### config.mk
export PLATFORM = sky130hd
export DESIGN_NAME = lram_host_regs
export DESIGN_NICKNAME = d
export VERILOG_FILES = /design/src/rtl/lram_host_regs.v /design/src/rtl/lram_regfile.v
export VERILOG_INCLUDE_DIRS = /design/src /design/src/rtl
export SDC_FILE = /design/constraint.sdc
export NUM_CORES = 2
export LEC_CHECK = 0
export ABC_CLOCK_PERIOD_IN_PS = 5200
export BUFFER_PORTS_ARGS = -buffer_cell sky130_fd_sc_hd__buf_2
export CAP_MARGIN = 20
export CORE_AREA = 2 2 370 372
export CTS_CLUSTER_SIZE = 40
export DETAILED_ROUTE_END_ITERATION = 12
export DIE_AREA = 0 0 372 374
export PLACE_DENSITY = 0.58
export SETUP_SLACK_MARGIN = 0.1
export SYNTH_ARGS = -nofsm -noshare
export SYNTH_HDL_FRONTEND = slang
export SYNTH_SLANG_ARGS = --single-unit
### constraint.sdc
create_clock -name clk -period 5.2 [get_ports clk]
set_input_delay 0.26 -clock clk [delete_from_list [all_inputs] [get_ports clk]]
set_output_delay 0.26 -clock clk [all_outputs]
set_load 0.02 [all_outputs]
### src/rtl/lram_map.vh
`ifndef LRAM_MAP_VH
`define LRAM_MAP_VH
// register offsets (byte addresses on the host location lines)
`define LRAM_OFF_VERSION 8'h00
`define LRAM_OFF_NODE_ADDR 8'h04
`define LRAM_OFF_LINK_CTRL 8'h08
`define LRAM_OFF_EVENT_FLAGS 8'h0C
`define LRAM_OFF_EVENT_MASK 8'h10
`define LRAM_OFF_CYCLE_TIMER 8'h14
`define LRAM_OFF_ISO_CHAN 8'h18
`define LRAM_OFF_QUEUE_SIZE 8'h1C
`define LRAM_OFF_DIAG 8'h20
`define LRAM_OFF_PHY_PORT 8'h24
`define LRAM_OFF_RSVD_28 8'h28
`define LRAM_OFF_RSVD_2C 8'h2C
`define LRAM_OFF_NORMAL_LAST 8'h2C
`define LRAM_OFF_ATQ_STATUS 8'h30
`define LRAM_OFF_ITQ_STATUS 8'h34
`define LRAM_OFF_GRQ_STATUS 8'h3C
`define LRAM_OFF_HOST_CTRL 8'h40
`define LRAM_OFF_MUX_CTRL 8'h44
`define LRAM_OFF_ACK_QUEUE 8'h48
`define LRAM_OFF_TXQ_FIRST 8'h80
`define LRAM_OFF_TXQ_LAST 8'h9C
`define LRAM_OFF_BURST_A 8'h84
`define LRAM_OFF_BURST_B 8'h8C
`define LRAM_OFF_BURST_C 8'h94
`define LRAM_OFF_BURST_D 8'h9C
`define LRAM_OFF_BURST_E 8'hA0
`define LRAM_OFF_BURST_F 8'hB0
`define LRAM_OFF_RXQ_READ 8'hC0
// async tx queue status: low field replaced by live space count
`define LRAM_ATQ_SPACE_LSB 0
`define LRAM_ATQ_SPACE_W 12
// reset values of stored registers
`define LRAM_RST_WORD 32'h0000_0000
// acknowledge latency in clock cycles after the request is seen
`define LRAM_ACK_NORMAL_CYC 4'h6
`define LRAM_ACK_QUICK_CYC 4'h2
`endif

### src/rtl/lram_host_regs.v
// Overview of operation
// - three access modes: normal, quick, burst
// - offsets 00h to 2Ch use normal handshake, except burst beats, which take the quick wait
// - quick reads at 30,34,3C,40,44,48,C0
// - quick writes at 30h and 80h-9Ch
// - quick equals normal, only earlier acknowledge
// - burst writes push queue at six locations
// - burst reads at C0h pop receive words
// - 32-bit data, 8-bit address, bit 0 MSB
// - cycle-start request, cycle-acknowledge answer frame transfers
`timescale 1ns/10ps
`include "lram_map.vh"
module lram_host_regs #(
  parameter [31:0] ID_WORD = 32'h0001_0002 // arbitrary identity value
) (
  // clock and reset
  input wire clk,
  input wire rst_b,
  // host bus pins (asynchronous to clk)
  input wire chip_select_n,
  input wire write_n,
  input wire cycle_start_n,
  input wire burst_n,
  input wire [0:7] host_location_lines,
  input wire [0:31] host_data_in,
  output reg [0:31] host_data_out,
  output reg host_data_oe,
  output reg transfer_acknowledge_n,
  // link-side status inputs (same clock)
  input wire [31:0] event_in,
  input wire [11:0] async_tx_queue_space,
  input wire [31:0] iso_tx_queue_status,
  input wire [31:0] general_rx_queue_status,
  input wire [31:0] ack_queue_word,
  input wire [31:0] general_rx_queue_data,
  // queue strobes
  output reg tx_push,
  output reg [7:0] tx_push_loc,
  output reg [31:0] tx_push_data,
  output reg rx_pop,
  // control outputs
  output reg [31:0] link_control_out,
  output reg event_pending
);

  // handshake states
  localparam ST_IDLE = 3'b001;
  localparam ST_WAIT = 3'b010;
  localparam ST_ACK = 3'b100;

  ////////////////////////////////////////////////////////////////////////
  // pin synchronisers, two flops each
  reg [3:0] ctl_s1_reg, ctl_s2_reg; // cs, wr, start, burst
  reg [7:0] loc_s1_reg, loc_s2_reg;
  reg [31:0] dat_s1_reg, dat_s2_reg;

  always @(posedge clk or negedge rst_b) begin
    if (!rst_b) begin
      ctl_s1_reg <= 4'hF;
      ctl_s2_reg <= 4'hF;
      loc_s1_reg <= 8'h00;
      loc_s2_reg <= 8'h00;
      dat_s1_reg <= 32'h0000_0000;
      dat_s2_reg <= 32'h0000_0000;
    end else begin
      ctl_s1_reg <= {chip_select_n, write_n, cycle_start_n, burst_n};
      ctl_s2_reg <= ctl_s1_reg;
      // bit 0 is the msb, so vector order maps directly
      loc_s1_reg <= host_location_lines;
      loc_s2_reg <= loc_s1_reg;
      dat_s1_reg <= host_data_in;
      dat_s2_reg <= dat_s1_reg;
    end
  end

  wire cs_act = ~ctl_s2_reg[3]; // chip selected
  wire rd_req = ctl_s2_reg[2]; // high selects read
  wire start_act = ~ctl_s2_reg[1]; // cycle start held
  wire burst_act = ~ctl_s2_reg[0]; // burst transfer

  ////////////////////////////////////////////////////////////////////////
  // location decode
  reg quick_rd, quick_wr, burst_wr, stored_loc;

  // classify the current location by allowed modes
  always @* begin
    quick_rd = 1'b0;
    quick_wr = 1'b0;
    burst_wr = 1'b0;
    stored_loc = 1'b0;
    case (loc_s2_reg)
      `LRAM_OFF_ATQ_STATUS, `LRAM_OFF_ITQ_STATUS, `LRAM_OFF_GRQ_STATUS,
      `LRAM_OFF_HOST_CTRL, `LRAM_OFF_MUX_CTRL, `LRAM_OFF_ACK_QUEUE,
      `LRAM_OFF_RXQ_READ: quick_rd = 1'b1;
      default: quick_rd = 1'b0;
    endcase
    quick_wr = (loc_s2_reg == `LRAM_OFF_ATQ_STATUS) ||
               ((loc_s2_reg >= `LRAM_OFF_TXQ_FIRST) && (loc_s2_reg <= `LRAM_OFF_TXQ_LAST) &&
                (loc_s2_reg[1:0] == 2'b00));
    case (loc_s2_reg)
      `LRAM_OFF_BURST_A, `LRAM_OFF_BURST_B, `LRAM_OFF_BURST_C,
      `LRAM_OFF_BURST_D, `LRAM_OFF_BURST_E, `LRAM_OFF_BURST_F: burst_wr = 1'b1;
      default: burst_wr = 1'b0;
    endcase
    // writable words held in the store; reserved ones excluded
    case (loc_s2_reg)
      `LRAM_OFF_NODE_ADDR, `LRAM_OFF_LINK_CTRL, `LRAM_OFF_EVENT_MASK,
      `LRAM_OFF_CYCLE_TIMER, `LRAM_OFF_ISO_CHAN, `LRAM_OFF_QUEUE_SIZE,
      `LRAM_OFF_DIAG, `LRAM_OFF_PHY_PORT, `LRAM_OFF_ATQ_STATUS,
      `LRAM_OFF_HOST_CTRL, `LRAM_OFF_MUX_CTRL: stored_loc = 1'b1;
      default: stored_loc = 1'b0;
    endcase
  end

  ////////////////////////////////////////////////////////////////////////
  // register store
  reg st_wr_reg; // store write strobe
  reg [4:0] st_idx_reg; // store write index
  reg [31:0] st_wdata_reg; // store write data
  wire [31:0] st_rdata;

  lram_regfile #(
    .AW(5),
    .DW(32)
  ) u_store (
    .clk(clk),
    .rst_b(rst_b),
    .wr_en(st_wr_reg),
    .wr_idx(st_idx_reg),
    .wr_data(st_wdata_reg),
    .rd_idx(loc_s2_reg[6:2]),
    .rd_data(st_rdata)
  );

  ////////////////////////////////////////////////////////////////////////
  // handshake state machine
  reg [2:0] state_reg;
  reg [3:0] cnt_reg; // cycles left before acknowledge
  reg [31:0] event_flags_reg; // sticky link events
  reg [31:0] event_mask_reg; // shadow of the mask word
  reg flag_clr_reg; // write-one clear pulse for flags
  reg [31:0] flag_clr_data_reg;
  reg [31:0] rd_word;
  localparam [7:0] OFF_MASK = `LRAM_OFF_EVENT_MASK; // mask word offset
  localparam [7:0] OFF_CTRL = `LRAM_OFF_LINK_CTRL; // control word offset

  // read data selection, reserved locations give zero
  always @* begin
    rd_word = 32'h0000_0000;
    case (loc_s2_reg)
      `LRAM_OFF_VERSION: rd_word = ID_WORD;
      `LRAM_OFF_EVENT_FLAGS: rd_word = event_flags_reg;
      `LRAM_OFF_ATQ_STATUS: rd_word = {st_rdata[31:`LRAM_ATQ_SPACE_W], async_tx_queue_space};
      `LRAM_OFF_ITQ_STATUS: rd_word = iso_tx_queue_status;
      `LRAM_OFF_GRQ_STATUS: rd_word = general_rx_queue_status;
      `LRAM_OFF_ACK_QUEUE: rd_word = ack_queue_word;
      `LRAM_OFF_RXQ_READ: rd_word = general_rx_queue_data;
      default: rd_word = stored_loc ? st_rdata : 32'h0000_0000;
    endcase
  end

  // request, wait, acknowledge, release
  always @(posedge clk or negedge rst_b) begin
    if (!rst_b) begin
      state_reg <= ST_IDLE;
      cnt_reg <= 4'h0;
      transfer_acknowledge_n <= 1'b1;
      host_data_out <= 32'h0000_0000;
      host_data_oe <= 1'b0;
      tx_push <= 1'b0;
      tx_push_loc <= 8'h00;
      tx_push_data <= 32'h0000_0000;
      rx_pop <= 1'b0;
      st_wr_reg <= 1'b0;
      st_idx_reg <= 5'h00;
      st_wdata_reg <= 32'h0000_0000;
      flag_clr_reg <= 1'b0;
      flag_clr_data_reg <= 32'h0000_0000;
    end else begin
      tx_push <= 1'b0;
      rx_pop <= 1'b0;
      st_wr_reg <= 1'b0;
      flag_clr_reg <= 1'b0;
      case (state_reg)
        ST_IDLE: begin
          // chip select plus cycle start opens an access
          if (cs_act && start_act) begin
            state_reg <= ST_WAIT;
            // quick and burst beats both take the shorter wait
            if ((rd_req && quick_rd) || (!rd_req && quick_wr) || burst_act) begin
              cnt_reg <= `LRAM_ACK_QUICK_CYC;
            end else begin
              cnt_reg <= `LRAM_ACK_NORMAL_CYC;
            end
          end
        end
        ST_WAIT: begin
          if (cnt_reg > 4'h1) begin
            cnt_reg <= cnt_reg - 4'h1;
          end else begin
            state_reg <= ST_ACK;
            transfer_acknowledge_n <= 1'b0;
            if (rd_req) begin
              host_data_out <= rd_word;
              host_data_oe <= 1'b1;
              // each receive read beat pops one word
              if (loc_s2_reg == `LRAM_OFF_RXQ_READ && (!burst_act || rd_req)) begin
                rx_pop <= 1'b1;
              end
            end else if (burst_act) begin
              // burst beat pushes only at burst locations
              if (burst_wr) begin
                tx_push <= 1'b1;
                tx_push_loc <= loc_s2_reg;
                tx_push_data <= dat_s2_reg;
              end
            end else if (quick_wr && loc_s2_reg != `LRAM_OFF_ATQ_STATUS) begin
              tx_push <= 1'b1;
              tx_push_loc <= loc_s2_reg;
              tx_push_data <= dat_s2_reg;
            end else if (stored_loc) begin
              st_wr_reg <= 1'b1;
              st_idx_reg <= loc_s2_reg[6:2];
              st_wdata_reg <= dat_s2_reg;
            end else if (loc_s2_reg == `LRAM_OFF_EVENT_FLAGS) begin
              flag_clr_reg <= 1'b1;
              flag_clr_data_reg <= dat_s2_reg;
            end
          end
        end
        ST_ACK: begin
          // release once the host drops its request
          if (!start_act) begin
            state_reg <= ST_IDLE;
            transfer_acknowledge_n <= 1'b1;
            host_data_oe <= 1'b0;
          end
        end
        default: begin
          state_reg <= ST_IDLE;
          transfer_acknowledge_n <= 1'b1;
          host_data_oe <= 1'b0;
        end
      endcase
    end
  end

  ////////////////////////////////////////////////////////////////////////
  // event flags, control shadows and pending output
  always @(posedge clk or negedge rst_b) begin
    if (!rst_b) begin
      event_flags_reg <= `LRAM_RST_WORD;
      event_mask_reg <= `LRAM_RST_WORD;
      link_control_out <= `LRAM_RST_WORD;
      event_pending <= 1'b0;
    end else begin
      // new events win over a simultaneous clear
      if (flag_clr_reg) begin
        event_flags_reg <= (event_flags_reg & ~flag_clr_data_reg) | event_in;
      end else begin
        event_flags_reg <= event_flags_reg | event_in;
      end
      // shadows follow store writes
      if (st_wr_reg && st_idx_reg == OFF_MASK[6:2]) begin
        event_mask_reg <= st_wdata_reg;
      end
      if (st_wr_reg && st_idx_reg == OFF_CTRL[6:2]) begin
        link_control_out <= st_wdata_reg;
      end
      event_pending <= |(event_flags_reg & event_mask_reg);
    end
  end

endmodule

### src/rtl/lram_regfile.v
`timescale 1ns/10ps
// small register store with registered read data
module lram_regfile #(
  parameter AW = 5,
  parameter DW = 32
) (
  // clock and reset
  input wire clk,
  input wire rst_b,
  // write port
  input wire wr_en,
  input wire [AW-1:0] wr_idx,
  input wire [DW-1:0] wr_data,
  // read port
  input wire [AW-1:0] rd_idx,
  output reg [DW-1:0] rd_data
);

  localparam DEPTH = 1 << AW;

  reg [DW-1:0] mem_reg [0:DEPTH-1]; // storage words
  integer i;

  ////////////////////////////////////////////////////////////////////////
  // write and registered read
  always @(posedge clk or negedge rst_b) begin
    if (!rst_b) begin
      for (i = 0; i < DEPTH; i = i + 1) begin
        mem_reg[i] <= {DW{1'b0}};
      end
      rd_data <= {DW{1'b0}};
    end else begin
      if (wr_en) begin
        mem_reg[wr_idx] <= wr_data;
      end
      rd_data <= mem_reg[rd_idx];
    end
  end

endmodule

* Word level (Yosys, flattened, before mapping)
Index checks and enable logic that the tools add are counted.
** Storage, ports and cells
- Word-level logic and storage cells :: 200
- Register bits after elaboration :: 1395
- Input port bits :: 218
- Output and inout port bits :: 109
** Cells by class
- Multiplexer cells :: 56
- $add $sub $neg :: 1
- Bitwise operators :: 15
- Eq/ne operators :: 34
- Order comparisons :: 6
- Reduce and logical (&&, ||, !) cells :: 31
** Operators by type and width (number)
- 1024-bit bitwise mux :: 1
- 32-bit 2-to-1 mux :: 8
- 32-bit one-hot mux with 7 select lines :: 1
- 32-bit binary-select mux with 5-bit select :: 1
- 32-bit demux with 5-bit select :: 1
- 32-bit bitwise AND :: 2
- 32-bit OR :: 2
- 8-bit == test (second input constant) :: 7
- 8-bit by 6-bit == test with 1-bit output (second input constant) :: 5
- 8-bit by 5-bit == test with 1-bit output (second input constant) :: 4
- 32-bit NOT :: 1
- 32-bit OR reduction :: 1
- 1-bit 2-to-1 mux :: 31
- 8-bit by 7-bit == test with 1-bit output (second input constant) :: 3
- 8-bit 2-to-1 mux :: 3
- 8-bit by 4-bit == test with 1-bit output (second input constant) :: 2
- 6-bit greater-or-equal comparator (second input constant) :: 2
- 3-bit 2-to-1 mux :: 4
- 5-bit NOT with 6-bit output :: 2
- 3-bit AND reduction :: 4
- 11-bit OR reduction :: 1
- 1-bit logical AND :: 10
- 2-bit inequality test (second input constant) :: 5
- 3-bit one-hot mux with 3 select lines :: 1
- other kinds (28) :: 41

* Depth between registers and ports, before layout
- Word-level depth :: 10
- Depth in mapped cells :: 9
- Depth with buffers taken out :: 7

* By module
A second synthesis with hierarchy kept.
** Unflattened totals
- Cell total of the unflattened synthesis :: 4481
- Area total of the unflattened synthesis :: 61486.5 um^2
** Modules (own cells, without submodules)
- lram_regfile :: sequential area each 26425.3 um^2, cells an instance 3479, area an instance 47850.9 um^2, times used 1
- lram_host_regs :: sequential area each 8495.6 um^2, cells an instance 1002, area an instance 13635.6 um^2, times used 1

* Worst setup path after synthesis
Ideal clock, no wire load.
- Path kind :: register to register
- Start :: register loc_s2_reg[5]
- End :: register flag_clr_data_reg[10]
- Required time :: 5.075 ns
- Setup slack :: 2.825 ns
- Stages on the path, launching flop included :: 8
- Arrival time :: 2.250 ns
- Period minus slack after synthesis :: 2.375 ns
- Path buffers :: 2
- Library setup time :: 0.125 ns
- Cells stage by stage :: dfrtp_1 -> clkbuf_1 -> nor4_1 -> and2_1 -> inv_1 -> nor2_2 -> buf_2 -> mux2_2
** On the way
- Longest elaborated chain between the ends :: 7
- Elaborated cells on any way between the ends :: 24
- Classes of those cells :: order compare (2); eq/ne (13); mux (1); bitwise (2); reduce/logical (6)
** Ends and longest elaborated chain
- start: declaration :: RTL line lram_host_regs.v:54 : reg [7:0] loc_s1_reg, loc_s2_reg;
- start signal: assignment :: RTL line lram_host_regs.v:70 : loc_s2_reg <= loc_s1_reg;
- 8-bit greater-or-equal comparator (no line) or 8-bit <= comparator (tied branches)
- 1-bit logical AND (2 in a row) :: RTL line lram_host_regs.v:98 : ((loc_s2_reg >= `LRAM_OFF_TXQ_FIRST) && (loc_s2_reg <= `LRAM_OFF_TXQ_LAST) &&
- 1-bit logical OR :: RTL line lram_host_regs.v:97 : quick_wr = (loc_s2_reg == `LRAM_OFF_ATQ_STATUS) ||
- 1-bit logical AND (no line)
- 1-bit NOT (no line)
- 7-bit AND reduction (no line) (*)
- end signal: assignment :: RTL line lram_host_regs.v:227 : flag_clr_data_reg <= dat_s2_reg;
- end: declaration :: RTL line lram_host_regs.v:142 : reg [31:0] flag_clr_data_reg;
Mark *: on every way between the ends. The rest lies on a longest branch, timed or not.
A chain may end at the register's enable or synchronous reset.

* Worst setup path in the final report
- Start :: register loc_s2_reg[5]
- End :: register host_data_out[30] in the netlist's numbering
** On the way
- Longest elaborated chain between the ends :: 5
- Elaborated cells on any way between the ends :: 21
- Classes of those cells :: eq/ne (16); mux (3); reduce/logical (2)
** Ends and longest elaborated chain
- 8-bit by 6-bit == test with 1-bit output, or another cell as far along :: RTL line lram_host_regs.v:106, lram_host_regs.v:150
- 11-bit OR reduction :: RTL line lram_host_regs.v:106 : case (loc_s2_reg)
- 1-bit 2-to-1 mux :: RTL line lram_host_regs.v:106
- 32-bit 2-to-1 mux :: RTL line lram_host_regs.v:158 : default: rd_word = stored_loc ? st_rdata : 32'h0000_0000;
- 32-bit one-hot mux with 7 select lines (*) :: RTL line lram_host_regs.v:150 : case (loc_s2_reg)
- end signal: assignment :: RTL line lram_host_regs.v:204 : host_data_out <= rd_word;
- end: declaration :: RTL line lram_host_regs.v:26 : output reg [0:31] host_data_out,
Marked as above.

==> results.cfg <==
[global_route]
grt_start_max_net_pins = 136
gr-total-overflow = 0
grt_antenna_before_repair = 5
grt_pass1_wl_um = 271000
grt_use_total = 0.268
grt_pass1_vias = 38200

[route]
ant_nets = 0
drt_iter0_drc = 3218
drcViolationCount = 0
viasPerCell = 5.90
post_drt_wl_per_cell_um = 29.1
drt_wl_total_um = 186000
drtPass1Iterations = 7
vias = 37700

[setup_path]
cp_max_fo = 32
endpoint_kind = flop
slowest_delay_ns = 0.82
critPathTopFamily = buffers and inverters
crit_chain = buf_4, nor4bb_4, buf_4, and2_1, buf_4, a22oi_1, dlygate4sd3_1, nand2_1, o32a_1, dlygate4sd3_1
timing.critical_path.buf_inv = 5
path_class = reg2reg
cp.required_ns = 5.87
start_kind = flop
crit_slowest_cell = dfrtp_4
crit_top_cell = buf_4
critPathArrivalTime_ns = 5.08

[floorplan]
die_height_um = 374
start_util = 0.447
core_area_um2 = 135000
io_pins = 327
num_rows = 135
die-area_um2 = 139000
die_w_um = 372

[sta]
drv_slew = 0
period_share = 0.847
fin_ws_ns = 0.793
finalHoldViolations = 0
finClkSkew_ns = 0.0268
setup_viol = 0
fmax_ghz = 0.227
tightestPinTransition_ns = 1.17
slew_headroom = 0.218
layout_min_cycle_time_ns = 4.41
rsz0062_at_grt = false
finalSetupTns_ns = 0

[logic_synthesis]
syn_area_per_cell_um2 = 14.8
ys_ff_latch = 1395
syn-num-nets = 4300
netlist_instances = 4080
synth_edf_count = 0
yosysWarnings = 0
synthFlopType = dfrtp_1
syn_area_um2 = 60300
synthArstFlopShare = 1.00
synth_cell_types = 60
ys_seq_area_frac = 0.579

[power_and_ir_drop]
p_leak_nw = 34.6
power_density_nw_per_um2 = 330
irDropWorstVdd_mv = 0.210

[clock_tree]
cts_buffer_depth = 3
clk_latency_ns = 0.78
cts_tree = built
htreeDepth = 4
ctsResizeCount = 0
cts_made_buffers = 154
path_clk_slew_ns = 0.06
cts_root_buffer = clkbuf_16
cts.sinks = 1395
post_cts_buffers = 0

[min_path]
hold_class = in2reg

[layout]
largest_reg_flops = 1024
nets = 4701
area_delta_synth_final_pct = 17.7
drive_above_1_share = 0.448

[placed_design]
numPortBuffers = 326
gp_congestion = 0.881
place_hpwl_um = 116000
dp_slack_ns = 1.49

[flow_run]
maxCapViolCount = 0

[run_status]
outcome = finished clean
## kinds of logic (layout without fill, tap and decap cells)
kind of cell | Yosys count | after routing | synth area share
AND/OR/NAND/NOR | 585 | 585 | 0.0417
other | 0 | 1 | 0
AO/OA/AOI/OAI | 278 | 278 | 0.0365
flip-flops | 1395 | 1395 | 0.579
buffers and inverters | 364 | 887 | 0.0240
XOR/XNOR | 2 | 2 | 0.000290
multiplexers | 1454 | 1454 | 0.318
adder cells (fa/ha/maj) | 2 | 2 | 0.000415
## area by class of cell
class	count	area [um2]
sequential	1395	34900
clock inverter	38	355
timing repair buffer	603	4500
clock buffer	240	4660
multi-input combinational	2321	24300
fill	11200	63900
tap	1781	2230
antenna	1	2.50
inverter	6	22.5
## layer usage
metal  global-route usage  part of all wire
met1                0.386              0.45
met2                0.413              0.46
met3               0.0464             0.060
met4               0.0854             0.031
met5                    0                 0
## power breakdown
part           total [mW]  switching (mW)  internal, mW
Combinational        1.34           0.805         0.532
Sequential           11.2           0.197          11.0
Clock                10.8            4.49          6.36
## per-stage QoR
stage,hold slack (ns),cell area (um2),cells,util,total power [mW]
6_report,0.122,71000,6385,0.526,23.4
5_1_grt,0.0878,71000,6385,0.526,24.2
4_1_cts,0.0583,70800,6374,0.524,23.6
3_5_place_dp,0.335,64100,5929,0.475,12.6
3_3_place_gp,0.333,64000,5927,0.475,12.6
2_1_floorplan,-0.0356,60300,4080,-,11.8
## final timing paths
| check | start | endpoint | slack [ns] | cells after the start |
|---|---|---|---|---|
| setup / recovery | loc_s2_reg[5] | host_data_out[30] | 0.79 | 10 |
| max in group asynchronous | rst_b | loc_s2_reg[3] | 3.68 | 3 |
| min in group asynchronous | rst_b | u_store.mem_reg[35] | 0.14 | 2 |
| hold / removal | host_data_in[3] | dat_s1_reg[28] | 0.12 | 2 |
| hold reg to reg | dat_s1_reg[25] | dat_s2_reg[25] | 0.34 | 0 |
| setup reg to reg | loc_s2_reg[5] | host_data_out[30] | 0.79 | 10 |
## repair_timing
action,4_1_cts,5_1_grt
hold buffers,167,0
setup endpoints to repair,0,0
endpoints found under the hold margin,226,0
## cell usage after synthesis, types with 26 or more instances
cell | n | share of area
nor2_1 | 70 | 0.0044
a22o_1 | 67 | 0.0097
mux2i_1 | 129 | 0.021
mux2_2 | 1037 | 0.19
mux4_2 | 256 | 0.096
a31oi_1 | 28 | 0.0029
buf_1 | 62 | 0.0039
a21o_1 | 32 | 0.0040
nand2_1 | 407 | 0.025
mux2_4 | 30 | 0.0075
a22oi_1 | 32 | 0.0040
buf_2 | 40 | 0.0033
dfrtp_1 | 1385 | 0.57
clkbuf_1 | 252 | 0.016
a221oi_1 | 61 | 0.0089
or3_1 | 26 | 0.0027
## cells in the final DEF (no fill, tap or decap), types with 5 or more instances in the layout
cell	n
nand3_1	7
clkinv_2	25
clkbuf_1	46
a31oi_1	28
a22o_1	67
inv_1	6
mux2i_1	129
nor3_1	10
nand2_4	11
buf_4	85
a22oi_1	32
clkbuf_16	161
o21ai_0	9
nand2_1	391
dfstp_2	10
nor2_4	19
nor2_1	51
mux2_4	30
nand2_2	5
a21oi_1	17
clkbuf_8	33
mux2_2	1037
a21o_1	32
buf_2	325
a221oi_1	61
and2_1	10
a222oi_1	13
mux4_2	256
dfrtp_1	1381
nand3b_1	7
buf_16	9
buf_12	15
or3_1	26
dlygate4sd3_1	167
Power figures use the tool's default switching activity.
